--- config.mk ---
export PLATFORM = sky130hd
export DESIGN_NAME = sdi_equalizer_mode_control
export DESIGN_NICKNAME = d
export VERILOG_FILES = /design/src/include/eqctl_pkg.sv /design/src/hw/sdi_equalizer_mode_control.sv
export SDC_FILE = /design/constraint.sdc
export NUM_CORES = 1
export LEC_CHECK = 0
export ABC_CLOCK_PERIOD_IN_PS = 2800
export BUFFER_PORTS_ARGS = -buffer_cell sky130_fd_sc_hd__buf_2
export CORE_ASPECT_RATIO = 0.5
export CORE_MARGIN = 4
export CORE_UTILIZATION = 50
export CTS_BUF_LIST = sky130_fd_sc_hd__clkbuf_2
export DETAILED_ROUTE_END_ITERATION = 16
export PLACE_DENSITY = 0.71
export REMOVE_ABC_BUFFERS = 1
export SLEW_MARGIN = 20
export SYNTH_ARGS = -nofsm -noshare
export SYNTH_HDL_FRONTEND = slang
export SYNTH_SLANG_ARGS = --single-unit
--- constraint.sdc ---
create_clock -name pclk -period 2.8 [get_ports pclk]
set_input_delay 0.14 -clock pclk [delete_from_list [all_inputs] [get_ports pclk]]
set_output_delay 0.14 -clock pclk [all_outputs]
set_load 0.02 [all_outputs]
--- src/include/eqctl_pkg.sv ---
package eqctl_pkg;
   localparam int CLK_PERIOD_NS = 40;
   localparam int SETTLE_TIME_NS = 1000;
   localparam int SETTLE_CYC = (SETTLE_TIME_NS + CLK_PERIOD_NS - 1) / CLK_PERIOD_NS;
   localparam int CDR_RST_TIME_NS = 200;
   localparam int CDR_RST_CYC = (CDR_RST_TIME_NS + CLK_PERIOD_NS - 1) / CLK_PERIOD_NS;
   // Pin voltage codes, full scale 8'hff equals io_supply
   localparam logic [7:0] TH_LR = 8'h33;
   localparam logic [7:0] TH_RF = 8'h80;
   localparam logic [7:0] TH_FH = 8'hcc;
   localparam logic [7:0] PIN_OPEN_CODE = 8'haa;
   localparam logic [1:0] LVL_L = 2'h0;
   localparam logic [1:0] LVL_R = 2'h1;
   localparam logic [1:0] LVL_F = 2'h2;
   localparam logic [1:0] LVL_H = 2'h3;
   localparam logic [2:0] RATE_11G88 = 3'h0;
   localparam logic [2:0] RATE_5G94 = 3'h1;
   localparam logic [2:0] RATE_2G97 = 3'h2;
   localparam logic [2:0] RATE_1G485 = 3'h3;
   localparam logic [2:0] RATE_270M = 3'h4;
   localparam logic [2:0] RATE_125M = 3'h5;
   localparam logic [2:0] RATE_10G3125 = 3'h6;
   localparam logic [2:0] RATE_1G25 = 3'h7;
   // Word indices; byte address is four times the index
   localparam logic [9:0] IDX_CTRL = 10'h000;
   localparam logic [9:0] IDX_BOOST = 10'h001;
   localparam logic [9:0] IDX_STATUS = 10'h002;
   localparam logic [9:0] IDX_TABLE = 10'h040;
   localparam int TABLE_LEN = 16;
   localparam int CTRL_W = 11;
   localparam int C_PATH_OVR = 0;
   localparam int C_PATH_LVL = 1;
   localparam int C_RATE_OVR = 3;
   localparam int C_RATE_SMPTE = 4;
   localparam int C_SPLIT = 5;
   localparam int C_BYP_OVR = 6;
   localparam int C_BYP_VAL = 7;
   localparam int C_FIXED = 8;
   localparam int C_SUBRATE = 9;
   localparam int C_CDR_RST = 10;
   localparam logic [CTRL_W-1:0] CTRL_RST = 11'h000;
   localparam logic [7:0] FIXED_BOOST_RST = 8'h00;
   localparam logic [7:0] LOW_BOOST_RST = 8'h00;
   localparam int B_FIXED = 0;
   localparam int B_LOW = 8;

   typedef enum logic [1:0] {A_IDLE, A_STEP, A_DONE} adapt_st_t;

   typedef struct packed {
      logic psel;
      logic penable;
      logic pwrite;
      logic [11:0] paddr;
      logic [31:0] pwdata;
   } apb_req_t;

   typedef struct packed {
      logic [31:0] prdata;
      logic pready;
      logic pslverr;
   } apb_rsp_t;

   typedef struct packed {
      logic sel_trace;
      logic first_out_en;
      logic second_out_en;
      logic second_out_clock;
      logic coax_eq_pwr;
      logic trace_eq_pwr;
      logic eq_bypass;
      logic coax_adapt_en;
      logic auto_adapt_mode;
      logic fixed_boost_mode;
      logic [7:0] trace_boost;
      logic splitter_mode;
      logic power_save;
      logic rate_smpte;
      logic cdr_bypass;
      logic sub_rate_en;
      logic cdr_reset;
   } path_ctl_t;
endpackage : eqctl_pkg

--- src/hw/sdi_equalizer_mode_control.sv ---
`timescale 1ns/1ns
`default_nettype none
module sdi_equalizer_mode_control
   import eqctl_pkg::*;
#(
   parameter int SETTLE_CYCLES = SETTLE_CYC
) (
   input wire logic pclk,
   input wire logic presetn,
   input wire logic ce,
   input wire apb_req_t apb_req,
   output apb_rsp_t apb_rsp,
   input wire logic [7:0] path_pin_code,
   input wire logic [7:0] outfn_pin_code,
   input wire logic cd_coax,
   input wire logic cd_trace,
   input wire logic cdr_lock,
   input wire logic [2:0] rate_code,
   input wire logic [7:0] eye_quality,
   output path_ctl_t ctl,
   output logic lock_n_out,
   output logic lock_n_oe
);

   generate
      if (SETTLE_CYCLES < 1 || SETTLE_CYCLES > 255) begin : g_bad_settle
         $error("SETTLE_CYCLES must be 1 to 255");
      end
   endgenerate

   localparam logic [7:0] SETTLE_LAST = 8'(SETTLE_CYCLES - 1);
   localparam logic [7:0] RST_LOAD = 8'(CDR_RST_CYC);

   typedef struct packed {
      logic [7:0] path_s1;
      logic [7:0] path_s2;
      logic [7:0] outfn_s1;
      logic [7:0] outfn_s2;
      logic [5:0] misc_s1;
      logic [5:0] misc_s2;
      logic [CTRL_W-1:0] ctrl;
      logic [7:0] fixed_boost;
      logic [7:0] low_boost;
      logic [TABLE_LEN-1:0][7:0] table_val;
      logic [31:0] prdata;
      logic pready;
      logic pslverr;
      adapt_st_t a_st;
      logic [3:0] idx;
      logic [3:0] best_idx;
      logic [7:0] best_q;
      logic [7:0] settle;
      logic fam_prev;
      logic carrier_prev;
      logic rst_pend;
      logic [7:0] rst_cnt;
      path_ctl_t ctl;
      logic lock_oe;
      logic lock_level;
   } state_t;

   state_t st;
   state_t next_st;

   function automatic logic [1:0] decode_level(input logic [7:0] v);
      if (v < TH_LR) begin
         return LVL_L;
      end else if (v < TH_RF) begin
         return LVL_R;
      end else if (v < TH_FH) begin
         return LVL_F;
      end
      return LVL_H;
   endfunction : decode_level

   function automatic logic reg_hit(input logic [9:0] idx);
      return idx == IDX_CTRL || idx == IDX_BOOST || idx == IDX_STATUS ||
         (idx >= IDX_TABLE && idx < IDX_TABLE + 10'(TABLE_LEN));
   endfunction : reg_hit

   logic [1:0] pin_path;
   logic [1:0] pin_outfn;
   logic [1:0] path_lvl;
   logic sel_trace;
   logic carrier;
   logic [2:0] rate;
   logic rate_smpte;
   logic adaptable;
   logic lowrate;
   logic eq_bypass;
   logic cdr_bypass;
   logic auto_cond;
   logic lock_ok;
   logic [9:0] widx;
   logic [3:0] tsel;
   logic access;

   always_comb begin
      next_st = st;
      next_st.path_s1 = path_pin_code;
      next_st.path_s2 = st.path_s1;
      next_st.outfn_s1 = outfn_pin_code;
      next_st.outfn_s2 = st.outfn_s1;
      next_st.misc_s1 = {rate_code, cdr_lock, cd_trace, cd_coax};
      next_st.misc_s2 = st.misc_s1;

      pin_path = decode_level(st.path_s2);
      pin_outfn = decode_level(st.outfn_s2);
      path_lvl = st.ctrl[C_PATH_OVR] ? st.ctrl[C_PATH_LVL +: 2] : pin_path;
      sel_trace = (path_lvl == LVL_R) || (path_lvl == LVL_L);
      carrier = sel_trace ? st.misc_s2[1] : st.misc_s2[0];
      rate = st.misc_s2[5:3];
      rate_smpte = st.ctrl[C_RATE_OVR] ? st.ctrl[C_RATE_SMPTE] : !sel_trace;
      adaptable = rate == RATE_11G88 || rate == RATE_5G94 || rate == RATE_2G97 ||
         rate == RATE_10G3125;
      lowrate = rate == RATE_1G485 || rate == RATE_270M;
      eq_bypass = st.ctrl[C_BYP_OVR] ? st.ctrl[C_BYP_VAL] : (pin_outfn == LVL_H);
      cdr_bypass = pin_outfn == LVL_H || pin_outfn == LVL_L ||
         rate == RATE_125M || rate == RATE_1G25;
      auto_cond = sel_trace && carrier && !st.ctrl[C_FIXED] && adaptable && !eq_bypass;
      lock_ok = st.misc_s2[2] && !cdr_bypass && carrier;

      // Trace boost search over the stored table
      case (st.a_st)
         A_IDLE: begin
            if (auto_cond) begin
               next_st.a_st = A_STEP;
               next_st.idx = 4'h0;
               next_st.best_idx = 4'h0;
               next_st.best_q = 8'h00;
               next_st.settle = 8'h00;
            end
         end
         A_STEP: begin
            if (!auto_cond) begin
               next_st.a_st = A_IDLE;
            end else if (st.settle != SETTLE_LAST) begin
               next_st.settle = st.settle + 8'h01;
            end else begin
               next_st.settle = 8'h00;
               if (eye_quality > st.best_q || st.idx == 4'h0) begin
                  next_st.best_q = eye_quality;
                  next_st.best_idx = st.idx;
               end
               if (st.idx == 4'hf) begin
                  next_st.a_st = A_DONE;
               end else begin
                  next_st.idx = st.idx + 4'h1;
               end
            end
         end
         A_DONE: begin
            if (!auto_cond) begin
               next_st.a_st = A_IDLE;
            end
         end
         default: begin
            next_st.a_st = A_IDLE;
         end
      endcase
      tsel = (st.a_st == A_DONE) ? st.best_idx : st.idx;

      // Automatic CDR reset when carrier returns on a new rate family
      next_st.carrier_prev = carrier;
      if (carrier) begin
         next_st.fam_prev = rate_smpte;
      end
      if (carrier && !st.carrier_prev && st.rst_pend) begin
         next_st.rst_pend = 1'b0;
         next_st.rst_cnt = RST_LOAD;
      end else begin
         if (!carrier && rate_smpte != st.fam_prev) begin
            next_st.rst_pend = 1'b1;
         end
         if (st.rst_cnt != 8'h00) begin
            next_st.rst_cnt = st.rst_cnt - 8'h01;
         end
      end

      next_st.ctl.sel_trace = sel_trace;
      next_st.ctl.first_out_en = path_lvl != LVL_R;
      next_st.ctl.second_out_en = path_lvl != LVL_F;
      next_st.ctl.second_out_clock = pin_outfn == LVL_R;
      next_st.ctl.power_save = !carrier;
      next_st.ctl.coax_eq_pwr = !sel_trace && carrier;
      next_st.ctl.trace_eq_pwr = sel_trace && carrier;
      next_st.ctl.eq_bypass = eq_bypass;
      next_st.ctl.coax_adapt_en = !sel_trace && carrier && !eq_bypass;
      next_st.ctl.auto_adapt_mode = auto_cond;
      next_st.ctl.fixed_boost_mode = sel_trace && !auto_cond;
      if (auto_cond) begin
         next_st.ctl.trace_boost = st.table_val[tsel];
      end else if (lowrate) begin
         next_st.ctl.trace_boost = st.low_boost;
      end else begin
         next_st.ctl.trace_boost = st.fixed_boost;
      end
      next_st.ctl.splitter_mode = st.ctrl[C_SPLIT] && !sel_trace;
      next_st.ctl.rate_smpte = rate_smpte;
      next_st.ctl.cdr_bypass = cdr_bypass;
      next_st.ctl.sub_rate_en = st.ctrl[C_SUBRATE] && rate_smpte && adaptable &&
         rate != RATE_10G3125 || st.ctrl[C_SUBRATE] && rate == RATE_1G485;
      next_st.ctl.cdr_reset = st.ctrl[C_CDR_RST] || st.rst_cnt != 8'h00;
      next_st.lock_oe = lock_ok;
      next_st.lock_level = 1'b0;

      // APB slave: one wait state, write lands on the completing edge
      access = apb_req.psel && apb_req.penable;
      widx = apb_req.paddr[11:2];
      if (access && !st.pready) begin
         next_st.pready = 1'b1;
         next_st.pslverr = !reg_hit(widx);
         next_st.prdata = 32'h0000_0000;
         if (!apb_req.pwrite) begin
            if (widx == IDX_CTRL) begin
               next_st.prdata = 32'(st.ctrl);
            end else if (widx == IDX_BOOST) begin
               next_st.prdata = {16'h0000, st.low_boost, st.fixed_boost};
            end else if (widx == IDX_STATUS) begin
               next_st.prdata = {16'h0000, rate, st.best_idx, st.a_st == A_DONE,
                  sel_trace, st.misc_s2[2], !carrier, carrier, pin_outfn, pin_path};
            end else if (reg_hit(widx)) begin
               next_st.prdata = {24'h000000, st.table_val[widx[3:0]]};
            end
         end
      end else if (st.pready) begin
         next_st.pready = 1'b0;
         next_st.pslverr = 1'b0;
         if (access && apb_req.pwrite && !st.pslverr) begin
            if (widx == IDX_CTRL) begin
               next_st.ctrl = apb_req.pwdata[CTRL_W-1:0];
            end else if (widx == IDX_BOOST) begin
               next_st.fixed_boost = apb_req.pwdata[B_FIXED +: 8];
               next_st.low_boost = apb_req.pwdata[B_LOW +: 8];
            end else if (widx != IDX_STATUS) begin
               next_st.table_val[widx[3:0]] = apb_req.pwdata[7:0];
            end
         end
      end
   end

   always_ff @(posedge pclk or negedge presetn) begin
      if (!presetn) begin
         st <= '0;
         st.path_s1 <= PIN_OPEN_CODE;
         st.path_s2 <= PIN_OPEN_CODE;
         st.outfn_s1 <= PIN_OPEN_CODE;
         st.outfn_s2 <= PIN_OPEN_CODE;
         st.ctrl <= CTRL_RST;
         st.fixed_boost <= FIXED_BOOST_RST;
         st.low_boost <= LOW_BOOST_RST;
         st.ctl.power_save <= 1'b1;
      end else if (ce) begin
         st <= next_st;
      end
   end

   assign apb_rsp = '{prdata: st.prdata, pready: st.pready, pslverr: st.pslverr};
   assign ctl = st.ctl;
   assign lock_n_out = st.lock_level;
   assign lock_n_oe = st.lock_oe;
endmodule : sdi_equalizer_mode_control
`default_nettype wire

==> results of run 1 <==
-- cell type report --
cell class / instances / area, um2
Clock inverter: 15 / 83.83
Inverter: 37 / 138.9
Fill cell: 2190 / 11220
Multi-Input combinational cell: 701 / 6769
Antenna cell: 1 / 2.502
Tap cell: 382 / 478.0
Timing Repair Buffer: 242 / 1909
Clock buffer: 95 / 475.5
Sequential cell: 279 / 7003
-- metal layers --
metal	GRT usage [%]	vias to the layer above	wire, um
li1	-	4488	-
met1	32.00	5221	15570
met2	39.01	382	18080
met3	5.914	99	2534
met4	9.885	0	1299
met5	0	-	0
-- cells in the mapped netlist, drive strengths merged (21+ instances only) --
cell type    n  share of area, %
mux4        72                11
mux2       215                17
nor2        42               1.2
a21oi       28               1.0
dfrtp      262                45
a22oi       25               1.3
inv         37              0.96
mux2i       21               1.5
nand2       70               1.8
clkbuf      30              0.78
nand3       26               1.0
buf         86               4.3
o21ai       44               1.6
-- power breakdown --
part	switching (W)	internal, W	leakage [nW]
logic	0.000957	0.000806	3.64
registers	0.000231	0.00436	3.71
clock network	0.00164	0.000991	0.446
-- sequential cells by signal (all words and copies together) (netlist names) --
name	count
lock_n_oe	1
next_st	22
ctl	24
apb_rsp	18
st	211
rate	3
-- worst max-delay path, delay by kind of cell (launching register included) --
kind	cells	cell delay (ps)
mux	2	430
buf+inv	1	200
fa+ha+maj	1	180
simple gates	3	700
flops	1	390
compound gates	4	900
-- metrics by stage --
stage | TNS (ps) | power, W | cell area (um2)
after floorplan | -7295 | 0.005560 | 13770
after global placement | -519.7 | 0.006171 | 15210
after detailed placement | -2888 | 0.006242 | 15210
after CTS | -258.9 | 0.008996 | 16700
after global routing | -3435 | 0.009497 | 16860
final | -118.5 | 0.008985 | 16860
-- cells by family after synthesis --
group / after synthesis / synth area share [%]
compound gates: 141 / 6.401
xor+xnor: 8 / 0.4851
fa+ha+maj: 14 / 1.213
buf+inv: 153 / 6.046
flops: 279 / 48.48
mux: 308 / 29.53
other cells: 1 / 0.02596
simple gates: 213 / 7.822
-- repair_timing --
item | CTS | global route
buffers inserted | 2 | 2
pin swaps | 7 | 23
resized for setup | 5 | 40
cloned | 1 | 0
hold buffers | 87 | 0
hold endpoints to repair | 511 | 0
setup endpoints to repair | 25 | 32
-- worst max-delay path by stage --
stage | from | endpoint | slack [ps]
floorplan | st[62]$_DFFE_PN0P_ | ctl[11]$_DFFE_PN0P_ | -680
global placement | st[265]$_DFFE_PN1P_ | st[51]$_DFFE_PN0P_ | -50
detailed placement | st[266]$_DFFE_PN0P_ | st[51]$_DFFE_PN0P_ | -200
CTS | st[265]$_DFFE_PN1P_ | st[46]$_DFFE_PN0P_ | -30
global route | st[265]$_DFFE_PN1P_ | st[53]$_DFFE_PN0P_ | -190
finish | st[265]$_DFFE_PN1P_ | st[51]$_DFFE_PN0P_ | -30
==> metrics.csv, run 1 <==
metric,value,unit
maximum vdd drop,233.2,uV
vias in the first global route,10797,
CP Cell Sequence,a211o_1 -> a31oi_1 -> nor2_1 -> a21o_1 -> ha_2 -> mux2i_2 -> nand4b_1 -> or3_4 -> a311oi_4 -> buf_6 -> mux2i_1,
total number of vias,10190,
total gr overflow,0,
Core ar.,28080,um2
area grow syn2layout,16.72,%
end of the worst hold path,st[230]$_DFFE_PN0P_,
WL/cell,21.39,um
FMAX,0.3531,GHz
CTS tree,done,
Hold Fails Final Rpt,0,
Lkg Pwr,7.802,nW
Setup-failing EPs final,8,
crit-path max cell delay,400,ps
first-pass GRT wire length,60080,um
crit path DAT,3610,ps
Clock Sinks,279,
CP startpoint kind,register,
# H-tree levels,3,
full die area,31840,um2
end of the worst register-to-register path,st[51]$_DFFE_PN0P_,
post-DP HPWL,24390,um
standard-cell rows,43,
Vias/cell,5.816,
"reg-to-reg slack, setup",-30,ps
"Slew Viols, Final",0,
Final Util,60.03,%
Least-Margin Pin Slew,835.5,ps
critical path class,reg2reg,
fin cells,1752,
Mapped Avg Cell Area,12.93,um2
DRT antenna net count,0,
status,finished with violations,
WP data required,3580,ps
main flop type after synthesis,dfrtp_1,
Die W,248.4,um
CP max stage cell,or3_4,
skew final,66.39,ps
Max clock buf depth,3,
Max-slew headroom,44.30,%
Iter 0 DRT Violations,866,
Gate Count Post-Synth,1117,
asr flop ratio synth,100.0,%
DRC,0,
HP Start,apb_req[13],
R2R depth,11,
largest net degree at the start of global routing,95,
Cell variety after synth,66,
IO buf count,104,
r2r startpoint,st[265]$_DFFE_PN1P_,
Hold Path Depth,3,
final-stage net count,1422,
post-synthesis register bit count,279,
WHS,76.84,ps
RSZ-0062 raised after global routing,true,
worst skew pair latency,870,ps
Setup WS post-layout,-32.42,ps
fin crit period,2832,ps
violated checks,setup timing,
DR pass1 iterations,5,
max cap viols,0,
synthesized cell area,14450,um2
Critical Path Fanout Max,6,
total wire length,37480,um
HP Class,in2reg,
most frequent cells in the layout,"dfrtp_1, mux2_2, buf_2, clkbuf_2, dlygate4sd3_1",
fraction of layout cells with a size suffix above 1,45.36,%
global placement routability congestion,0.8972,
sequential area share after synthesis,48.48,%
boundary pin count,140,
CTS Buf Count,67,
CP endpoint kind,register,
placed cells,1549,
Root Driver,clkbuf_2,
Initial Utilization,51.43,%
initial antenna violation count,1,
fin crit share,101.2,%
clock slew at reported path FFs,120,ps
"most common cell after layout, fill and taps aside",dfrtp_1,
YS warnings,0,
Die Ht,128.2,um
pwr dens,532.9,nW/um2
Post-synth EDFFs,0,
pre-CTS WS,-199.0,ps
GRT Util Overall,24.26,%
Note: power is estimated with default switching activity, not from simulation.
==> run 2, diff against run 1 <==
- TNS_END_PERCENT: default -> 1
==> metrics.csv, run 2 (same netlist as run 1, synthesis figures left out) <==
metric,value,unit
critical path class,reg2reg,
vias in the first global route,10797,
maximum vdd drop,233.7,uV
fraction of layout cells with a size suffix above 1,44.18,%
Final Util,59.63,%
standard-cell rows,43,
pwr dens,535.0,nW/um2
Multi-input gate area,6690,um2
NetSw,0.002815,W
Vias/cell,5.801,
# H-tree levels,3,
Sw Share,31.42,%
area grow syn2layout,15.94,%
FMAX,0.3544,GHz
post-DP HPWL,24390,um
DRT antenna net count,0,
GRT Util Overall,24.26,%
most frequent cells in the layout,"dfrtp_1, mux2_2, buf_2, clkbuf_2, dlygate4sd3_1",
skew final,58.20,ps
Die W,248.4,um
first-pass GRT wire length,60080,um
total wire length,37240,um
worst skew pair latency,870,ps
total gr overflow,0,
r2r startpoint,st[265]$_DFFE_PN1P_,
full die area,31840,um2
fin crit period,2822,ps
crit path from,st[265]$_DFFE_PN1P_,
Critical Path Fanout Max,6,
end of the worst register-to-register path,st[51]$_DFFE_PN0P_,
max cap viols,0,
WP data required,3580,ps
FF+latch area,7003,um2
logic gate share of total power,19.4,%
Initial Utilization,51.43,%
DRC,0,
"Slew Viols, Final",0,
initial antenna violation count,1,
setup TNS,-29.09,ps
DR pass1 iterations,5,
Least-Margin Pin Slew,847.7,ps
R2R depth,11,
boundary pin count,140,
"reg-to-reg slack, setup",-20,ps
largest net degree at the start of global routing,95,
Setup-failing EPs final,3,
IO buf count,104,
CTS tree,done,
global placement routability congestion,0.8972,
Max clock buf depth,3,
HP Class,in2reg,
crit path to,st[51]$_DFFE_PN0P_,
clock share of power,29.3,%
filler cell count,2207,
internal power,0.006144,W
Largest register FFs,211,
status,finished with violations,
"most common cell after layout, fill and taps aside",dfrtp_1,
CP startpoint kind,register,
Die Ht,128.2,um
final-stage net count,1420,
sequential power share,51.2,%
WL/cell,21.28,um
Hold Fails Final Rpt,0,
Top reg by flops,st,
Core ar.,28080,um2
WHS,70.56,ps
violated checks,setup timing,
Lkg Pwr,7.783,nW
Setup WS post-layout,-21.96,ps
Iter 0 DRT Violations,803,
total number of vias,10152,
RSZ-0062 raised after global routing,true,
Max-slew headroom,43.49,%
CP endpoint kind,register,
crit path DAT,3600,ps
CTS Buf Count,67,
fin crit share,100.8,%
clock slew at reported path FFs,120,ps
Root Driver,clkbuf_2,
pre-CTS WS,-199.0,ps
Clock Sinks,279,
[run 2: timing repair]
item | CTS | global route
setup endpoints to repair | 25 | 32
endpoints found under the hold margin | 511 | 0
resized for setup | 5 | 17
cloned | 1 | 0
setup buffers | 2 | 0
hold buffers | 87 | 0
pin swaps | 7 | 3
[run 2: power by group through the flow]
stage | Clock (W) | Sequential, W | Combinational, W
after global routing | 0.00292 | 0.00463 | 0.00193
after floorplan | 0 | 0.00465 | 0.000912
after CTS | 0.00269 | 0.00458 | 0.00172
after detailed placement | 0 | 0.00466 | 0.00158
after global placement | 0 | 0.00464 | 0.00153
final | 0.00263 | 0.00459 | 0.00174
[run 2: critical path, cell delays in order, from the launching register on]
cell,delay [ps]
dfstp_2,390
a211o_1,280
a31oi_1,140
nor2_1,80
a21o_1,180
ha_2,180
mux2i_2,200
nand4b_1,210
or3_4,400
a311oi_4,300
buf_6,200
mux2i_1,230
[run 2: area by class of cell]
class	instances	area share, %
well taps	382	2.854
flip-flops and latches	279	41.82
inverters	37	0.8293
clock inverters	15	0.5006
repair buffers	240	11.20
multi-input cells	701	39.95
clock buffers	95	2.839
diodes	1	0.01494
[run 2: per-layer routing]
metal  vias up  global-route usage [%]  routed length (um)
li1       4471                       -                   -
met1      5209                   32.00               15600
met2       379                   39.01               17970
met3        93                   5.914                2463
met4         0                   9.885                1212
met5         -                       0                   0
[run 2: worst min path at each step]
stage	slack, ps	to	depth (start not counted)	start
after floorplan	-160	apb_rsp[0]$_DFFE_PN0P_	0	presetn
after global placement	150	st[159]$_DFFE_PN0P_	1	presetn
after detailed placement	160	st[159]$_DFFE_PN0P_	1	presetn
after CTS	3	st[230]$_DFFE_PN0P_	3	apb_req[13]
after global routing	5	next_st[286]$_DFFE_PN0P_	3	path_pin_code[6]
final	70	st[230]$_DFFE_PN0P_	3	apb_req[13]
[run 2: stage by stage]
step | std cells | total power, W | cell area (um2)
floorplan | 1017 | 0.005560 | 13770
global placement | 1549 | 0.006171 | 15210
detailed placement | 1549 | 0.006242 | 15210
CTS | 1749 | 0.008996 | 16700
global route | 1750 | 0.009477 | 16750
finish | 1750 | 0.008959 | 16750
